==> src/tpa_pkg.sv <==
// package for the table pointer access block: register map, fields, op encodings
package tpa_pkg;
  // register indices on the plain register port
  localparam logic [2:0] TPA_ADDR_LATCH  = 3'h0;
  localparam logic [2:0] TPA_ADDR_PTR_LO = 3'h1;
  localparam logic [2:0] TPA_ADDR_PTR_HI = 3'h2;
  localparam logic [2:0] TPA_ADDR_PTR_UP = 3'h3;
  localparam logic [2:0] TPA_ADDR_CTRL   = 3'h4;
  localparam logic [2:0] TPA_ADDR_STAT   = 3'h5;
  // widths and field positions
  localparam int TPA_PTR_W     = 22;
  localparam int TPA_ADDR_W    = 21;
  localparam int TPA_CFG_BIT   = 21;
  localparam int TPA_HOLD_LSB  = 5;
  localparam int TPA_BLK_LSB   = 6;
  localparam int TPA_UP_W      = 6;
  localparam int TPA_CTRL_WR   = 0;
  localparam int TPA_CTRL_ER   = 1;
  // reset values
  localparam logic [7:0]  TPA_LATCH_RST = 8'h00;
  localparam logic [21:0] TPA_PTR_RST   = 22'h000000;
  localparam logic [7:0]  TPA_HOLD_RST  = 8'hFF;
  localparam logic [7:0]  TPA_ZERO8     = 8'h00;
  // pointer update forms of the table read and write operations
  typedef enum logic [1:0] {
    TPA_UPD_NONE = 2'h0,
    TPA_UPD_POST_INC = 2'h1,
    TPA_UPD_POST_DEC = 2'h2,
    TPA_UPD_PRE_INC = 2'h3
  } tpa_upd_t;
  // table operation request from the core
  typedef struct packed {
    logic     rd;
    logic     wr;
    tpa_upd_t upd;
  } tpa_op_t;
  // request towards the flash array
  typedef struct packed {
    logic        rd;
    logic        prog;
    logic        erase;
    logic        cfg;
    logic [20:0] addr;
  } tpa_mem_req_t;
endpackage : tpa_pkg

==> src/tpa_table_access.sv <==
// table pointer, table latch and flash holding registers of the processor core
module tpa_table_access #(
  parameter int HOLD_N = 32
) (
  input  wire logic                  clk_i,
  input  wire logic                  rst_i,
  input  wire logic [2:0]            reg_addr_i,
  input  wire logic [7:0]            reg_wdata_i,
  input  wire logic                  reg_wr_i,
  input  wire logic                  reg_rd_i,
  output logic [7:0]                 reg_rdata_o,
  input  wire tpa_pkg::tpa_op_t      op_i,
  output tpa_pkg::tpa_mem_req_t      mem_req_o,
  input  wire logic [7:0]            mem_rdata_i,
  input  wire logic                  mem_done_i,
  output logic [7:0]                 hold_data_o,
  input  wire logic [4:0]            hold_idx_i,
  output logic                       busy_o
);
  import tpa_pkg::*;

  ////////////////////////////////////////////////////////////////////////////
  // state

  typedef enum logic [1:0] {TPA_IDLE, TPA_READ, TPA_TIMED} tpa_state_t;

  tpa_state_t         state_q;
  logic [7:0]         latch_q;
  logic [21:0]        ptr_q;
  logic [21:0]        ptr_inc;
  logic [21:0]        ptr_dec;
  logic [21:0]        ptr_acc;
  logic               rd_go;
  logic               timed_go;
  logic               ctrl_wr;
  logic [7:0]         hold_q [HOLD_N];
  tpa_mem_req_t       mem_req_q;
  logic [7:0]         rdata_q;

  ////////////////////////////////////////////////////////////////////////////
  // pointer arithmetic

  // only the low 21 bits wrap; the space select bit is carried over as is
  assign ptr_inc = {ptr_q[TPA_CFG_BIT],
                    ptr_q[TPA_ADDR_W-1:0] + 21'h000001};
  assign ptr_dec = {ptr_q[TPA_CFG_BIT],
                    ptr_q[TPA_ADDR_W-1:0] - 21'h000001};
  // pre-increment accesses the updated address, others the current one
  assign ptr_acc = (op_i.upd == TPA_UPD_PRE_INC) ? ptr_inc : ptr_q;

  // operations are refused while a read or timed operation is in flight
  assign rd_go    = (state_q == TPA_IDLE) && op_i.rd;
  assign ctrl_wr  = reg_wr_i && (reg_addr_i == TPA_ADDR_CTRL);
  assign timed_go = (state_q == TPA_IDLE) && ctrl_wr && !op_i.rd && !op_i.wr;

  ////////////////////////////////////////////////////////////////////////////
  // sequencer

  always_ff @(posedge clk_i) begin
    if (rst_i) begin
      state_q <= TPA_IDLE;
    end else begin
      unique case (state_q)
        TPA_IDLE: begin
          if (rd_go) begin
            state_q <= TPA_READ;
          end else if (timed_go && (reg_wdata_i[TPA_CTRL_WR] || reg_wdata_i[TPA_CTRL_ER])) begin
            state_q <= TPA_TIMED;
          end
        end
        TPA_READ: begin
          if (mem_done_i) begin
            state_q <= TPA_IDLE;
          end
        end
        TPA_TIMED: begin
          if (mem_done_i) begin
            state_q <= TPA_IDLE;
          end
        end
      endcase
    end
  end

  ////////////////////////////////////////////////////////////////////////////
  // request to the flash array

  always_ff @(posedge clk_i) begin
    if (rst_i) begin
      mem_req_q <= '0;
    end else if (rd_go) begin
      mem_req_q.rd    <= 1'b1;
      mem_req_q.cfg   <= ptr_acc[TPA_CFG_BIT];
      mem_req_q.addr  <= ptr_acc[TPA_ADDR_W-1:0];
    end else if (timed_go) begin
      mem_req_q.prog  <= reg_wdata_i[TPA_CTRL_WR];
      mem_req_q.erase <= reg_wdata_i[TPA_CTRL_ER] && !reg_wdata_i[TPA_CTRL_WR];
      mem_req_q.cfg   <= ptr_q[TPA_CFG_BIT];
      // block number only; low six bits forced to zero
      mem_req_q.addr  <= {ptr_q[TPA_ADDR_W-1:TPA_BLK_LSB],
                          {TPA_BLK_LSB{1'b0}}};
    end else if (mem_done_i) begin
      mem_req_q.rd    <= 1'b0;
      mem_req_q.prog  <= 1'b0;
      mem_req_q.erase <= 1'b0;
    end
  end

  ////////////////////////////////////////////////////////////////////////////
  // table latch

  always_ff @(posedge clk_i) begin
    if (rst_i) begin
      latch_q <= TPA_LATCH_RST;
    end else if (state_q == TPA_READ && mem_done_i) begin
      latch_q <= mem_rdata_i;
    end else if (reg_wr_i && reg_addr_i == TPA_ADDR_LATCH) begin
      latch_q <= reg_wdata_i;
    end
  end

  ////////////////////////////////////////////////////////////////////////////
  // table pointer: automatic updates, then software byte writes

  always_ff @(posedge clk_i) begin
    if (rst_i) begin
      ptr_q <= TPA_PTR_RST;
    end else if ((rd_go || op_i.wr) && state_q == TPA_IDLE) begin
      unique case (op_i.upd)
        TPA_UPD_NONE:     ptr_q <= ptr_q;
        TPA_UPD_POST_INC: ptr_q <= ptr_inc;
        TPA_UPD_POST_DEC: ptr_q <= ptr_dec;
        TPA_UPD_PRE_INC:  ptr_q <= ptr_inc;
      endcase
    end else if (reg_wr_i) begin
      // three byte registers form the pointer
      if (reg_addr_i == TPA_ADDR_PTR_LO) begin
        ptr_q[7:0] <= reg_wdata_i;
      end
      if (reg_addr_i == TPA_ADDR_PTR_HI) begin
        ptr_q[15:8] <= reg_wdata_i;
      end
      if (reg_addr_i == TPA_ADDR_PTR_UP) begin
        ptr_q[TPA_PTR_W-1:16] <= reg_wdata_i[TPA_UP_W-1:0];
      end
    end
  end

  ////////////////////////////////////////////////////////////////////////////
  // holding registers: one per low-pointer index, kept until a timed write

  for (genvar i = 0; i < HOLD_N; i++) begin : g_hold
    always_ff @(posedge clk_i) begin
      if (rst_i) begin
        hold_q[i] <= TPA_HOLD_RST;
      end else if (state_q == TPA_TIMED && mem_done_i && mem_req_q.prog) begin
        hold_q[i] <= TPA_HOLD_RST;
      end else if (state_q == TPA_IDLE && op_i.wr && !op_i.rd
                   && ptr_acc[TPA_HOLD_LSB-1:0] == 5'(i)) begin
        hold_q[i] <= latch_q;
      end
    end
  end

  // flash array fetches holding bytes by index while programming
  always_ff @(posedge clk_i) begin
    if (rst_i) begin
      hold_data_o <= TPA_HOLD_RST;
    end else begin
      hold_data_o <= hold_q[hold_idx_i];
    end
  end

  ////////////////////////////////////////////////////////////////////////////
  // register read port, data in the cycle after the strobe

  always_ff @(posedge clk_i) begin
    if (rst_i) begin
      rdata_q <= TPA_ZERO8;
    end else if (reg_rd_i) begin
      unique case (reg_addr_i)
        TPA_ADDR_LATCH:  rdata_q <= latch_q;
        TPA_ADDR_PTR_LO: rdata_q <= ptr_q[7:0];
        TPA_ADDR_PTR_HI: rdata_q <= ptr_q[15:8];
        TPA_ADDR_PTR_UP: rdata_q <= {2'b00, ptr_q[TPA_PTR_W-1:16]};
        TPA_ADDR_CTRL:   rdata_q <= {6'h00, mem_req_q.erase, mem_req_q.prog};
        TPA_ADDR_STAT:   rdata_q <= {7'h00, state_q != TPA_IDLE};
        default:         rdata_q <= TPA_ZERO8;       // unmapped reads as zero
      endcase
    end else begin
      rdata_q <= TPA_ZERO8;
    end
  end

  ////////////////////////////////////////////////////////////////////////////
  // outputs

  always_ff @(posedge clk_i) begin
    if (rst_i) begin
      busy_o <= 1'b0;
    end else begin
      // follows the next state, so busy drops in the same edge as the flash request
      busy_o <= ((state_q != TPA_IDLE) && !mem_done_i) || rd_go
                || (timed_go && (reg_wdata_i[TPA_CTRL_WR] || reg_wdata_i[TPA_CTRL_ER]));
    end
  end

  assign reg_rdata_o = rdata_q;
  assign mem_req_o   = mem_req_q;

endmodule // tpa_table_access

==> config.mk <==
export PLATFORM = sky130hd
export DESIGN_NAME = tpa_table_access
export DESIGN_NICKNAME = d
export VERILOG_FILES = /design/src/tpa_pkg.sv /design/src/tpa_table_access.sv
export SDC_FILE = /design/constraint.sdc
export NUM_CORES = 1
export LEC_CHECK = 0
export ABC_AREA = 0
export BUFFER_PORTS_ARGS = -buffer_cell sky130_fd_sc_hd__buf_2
export CAP_MARGIN = 15
export CORE_MARGIN = 10
export CORE_UTILIZATION = 40
export CTS_CLUSTER_SIZE = 8
export DETAILED_ROUTE_END_ITERATION = 6
export GPL_ROUTABILITY_DRIVEN = 0
export GPL_TIMING_DRIVEN = 1
export MAX_ROUTING_LAYER = met4
export PLACE_DENSITY = 0.57
export SYNTH_ARGS = -nofsm -noshare
export SYNTH_HDL_FRONTEND = slang
export SYNTH_SLANG_ARGS = --single-unit
==> constraint.sdc <==
create_clock -name clk_i -period 5.2 [get_ports clk_i]
set_input_delay 0.78 -clock clk_i [delete_from_list [all_inputs] [get_ports clk_i]]
set_output_delay 0.78 -clock clk_i [all_outputs]
set_load 0.01 [all_outputs]
==> run summary <==
Status
- status: finished, final reports clean

Routing
- initial drt markers: 1115
- ratio of routed vias to standard cells: 5.783
- count of vias placed by the detailed router: 11.67k
- first-pass iteration count of the detailed router: 5
- ANT nets after route: 0
- wire length after detailed routing: 47470 um
- number of DRC violations after detailed routing: 0
- wire length per cell: 23.52 um

Final layout
- most common library cell in the layout ignoring fill and taps: edfxtp_1
- footprint of the flip-flops and latches: 0.009178 mm2
- commonest cells after routing, fill and taps aside: edfxtp_1 (256), nand2b_1 (208), mux2i_1 (74)
- Post-Layout Inst Area: 0.01873 mm2
- number of nets in the layout: 1495
- ratio of cells with drive above 1 in the final layout: 19.20%
- count of fill cells added during filler insertion: 3738
- area grow syn2layout: 12.94%
- footprint of the multi-input gates: 0.006923 mm2

Clocking
- deepest level of the CTS H-tree: 2
- clock tree buffer depth: 3
- quantity of gates resized following cts: 0
- # hold bufs at CTS: 0
- clk slew on worst S/H paths: 0.05 ns
- postcts setup bufs: 0
- CTS Root Buffer Type: clkbuf_16
- CTS sink count: 330
- clock latency on the worst-skew pair: 0.58 ns
- CTS tree: done
- number of buffers created by CTS: 47

Pwr
- power per standard cell area: 419.7 mW/mm2
- proportion of total power due to net switching: 32.01%
- combinational fraction of design power: 20.5%
- largest vdd supply drop: 0.2378 mV
- clock power share: 36.1%
- sequential share of power: 43.4%
- internal power component: 0.005345 W
- Static Leakage: 5.502 nW
- switching power: 0.002516 W
- Power Total: 0.007861 W

Yosys
- most used flip-flop cell after synthesis: edfxtp_1
- syn avg cell area: 11.60 um2
- proportion of register bits with asynchronous set or reset after synthesis: 0%
- net count after synthesis: 1468
- EDFF count, synth: 256
- area of the mapped netlist: 0.01658 mm2
- distinct cell type count of the synthesized netlist: 74
- Yosys warning count: 0
- fraction of the yosys area taken by sequential cells: 55.29%
- Post-Syn Instances: 1430
- synthesized flop and latch total: 330

Worst setup path
- crit path DAT: 4.30 ns
- required time reported for the critical path endpoint: 5.42 ns
- classification of the worst setup path: register to register
- worst-path maximum fanout: 16
- Setup crit start kind: register
- CP cell instances: inv_1 -> ha_1 -> and3b_1 -> mux2i_1 -> nor4_1 -> and3_1 -> nand2b_1
- master of the slowest instance on the critical path: nor4_1
- Max stage delay on crit path: 0.98 ns
- element type at the critical path end: register

Timing
- final hold vios: 0
- worst relative slew slack: 21.67%
- total negative setup slack: 0 ns
- RSZ-0062 raised after global routing: no
- final number of setup-violating endpoints: 0
- maximum operating frequency: 245.1 MHz
- Worst Skew: 0.02140 ns
- max-slew violation total from the final report: 0
- final critical-path setup slack: 1.120 ns
- post-route clock period utilization: 78.46%
- worst-margin pin slew: 1.164 ns
- minimum clock period: 4.080 ns

GRT
- Overall Global Routing Usage: 19.04%
- remaining global-route overflow: 0
- antenna violations before repair: 2
- via count of the first global-routing pass: 11.42k
- pin count of the biggest net entering global routing: 60
- global-route wire length before repair: 71630 um

Die
- I/O pin count: 75
- Die ar.: 0.05000 mm2
- placeable core area: 0.04092 mm2
- Die Width: 223.6 um
- height of the chip: 223.6 um
- Site Rows: 74
- Initial Util: 40.52%

Place
- setup slack at placement: 1.079 ns
- area after detailed placement: 0.01735 mm2
- IO buf count: 74
- placed wire-length estimate: 31480 um

Min path
- Min-Delay Path Class: register to register

Flow run
- count of maximum capacitance violations: 0

-- cell usage after synthesis, types with 11 or more instances --
cell type    n  share of area (%)
nand4_1     14               0.53
buf_2       20               0.60
nor3_1      30               0.91
inv_1       13               0.29
or2b_1      16               0.72
nand2b_1   208                7.8
mux4_2      37                5.0
a311oi_1    11               0.58
nor2_1      66                1.5
or2_2       67                2.5
a22oi_1     16               0.72
and3_1      23               0.87
nand2_1     67                1.5
o21ai_0     39                1.2
mux2i_1     74                4.5
dfxtp_1     74                8.9
clkbuf_1    93                2.1
a21oi_1     54                1.6
edfxtp_1   256                 46
a221oi_1    34                1.8
a31oi_1     23               0.87
nand3_1     36                1.1
a211oi_1    11               0.50
nor4_1      12               0.45
-- area by class of cell --
class | count | area share [%]
flip-flops and latches | 330 | 49.00
multi-input cells | 970 | 36.97
clock buffers | 74 | 7.048
well taps | 532 | 3.554
repair buffers | 95 | 3.006
inverters | 13 | 0.2606
clock inverters | 2 | 0.1336
diodes | 2 | 0.02672
-- critical path: cells and delay by family, from the launching register on --
kind	cells	cell delay [ns]
AND/OR/NAND/NOR	4	2.11
buffers and inverters	1	0.24
adder cells (fa/ha/maj)	1	0.39
multiplexers	1	0.26
flip-flops	1	0.72
-- per-stage QoR --
step	hold slack (ns)	std cells	utilization (%)
after floorplan	0.4410	1430	-
after global placement	0.4454	1939	42.40
after detailed placement	0.4536	1939	42.40
after CTS	0.4638	2015	45.68
after global routing	0.4950	2018	45.76
final	0.4604	2018	45.76
-- path summary, 6_finish.rpt --
path                      start  slack (ns)  depth (start not counted)       endpoint
setup / recovery       ptr_q[0]        1.12                          7   hold_q[9][6]
hold / removal    mem_req_o[21]        0.46                          2  mem_req_o[21]
setup reg to reg       ptr_q[0]        1.12                          7   hold_q[9][6]
hold reg to reg   mem_req_o[21]        0.46                          2  mem_req_o[21]
-- sequential cells by signal (all words and copies together) (netlist names) --
| register | flops |
|---|---|
| busy_o | 1 |
| hold_data_o | 8 |
| hold_q | 256 |
| latch_q | 8 |
| mem_req_o | 25 |
| ptr_q | 22 |
| reg_rdata_o | 8 |
| state_q | 2 |
-- logic make-up (layout without fill, tap and decap cells) --
family                   Yosys count  count (layout)  synth area share, %
buffers and inverters            130             184                3.139
other                              0               2                    0
adder cells (fa/ha/maj)            5               5               0.3773
flip-flops                       330             330                55.29
multiplexers                     117             117                9.900
XOR/XNOR                          15              15               0.8829
AND/OR/NAND/NOR                  586             586                20.17
AO/OA/AOI/OAI                    247             247                10.24
-- power groups by stage --
stage	Combinational, W	Clock [W]	Sequential [W]
4_1_cts	0.00160	0.00289	0.00340
3_5_place_dp	0.00159	0	0.00345
3_3_place_gp	0.00157	0	0.00345
5_1_grt	0.00175	0.00299	0.00344
6_report	0.00161	0.00284	0.00341
2_1_floorplan	0.00133	0	0.00312
-- routing by layer --
metal / vias up / track usage [%] / part of all wire [%]
li1: 5378 / - / -
met1: 5767 / 25.32 / 44
met2: 455 / 29.12 / 47
met3: 70 / 3.321 / 7.0
met4: 0 / 6.059 / 2.4
met5: - / - / 0
No activity file was read; power rests on OpenSTA's default activity.
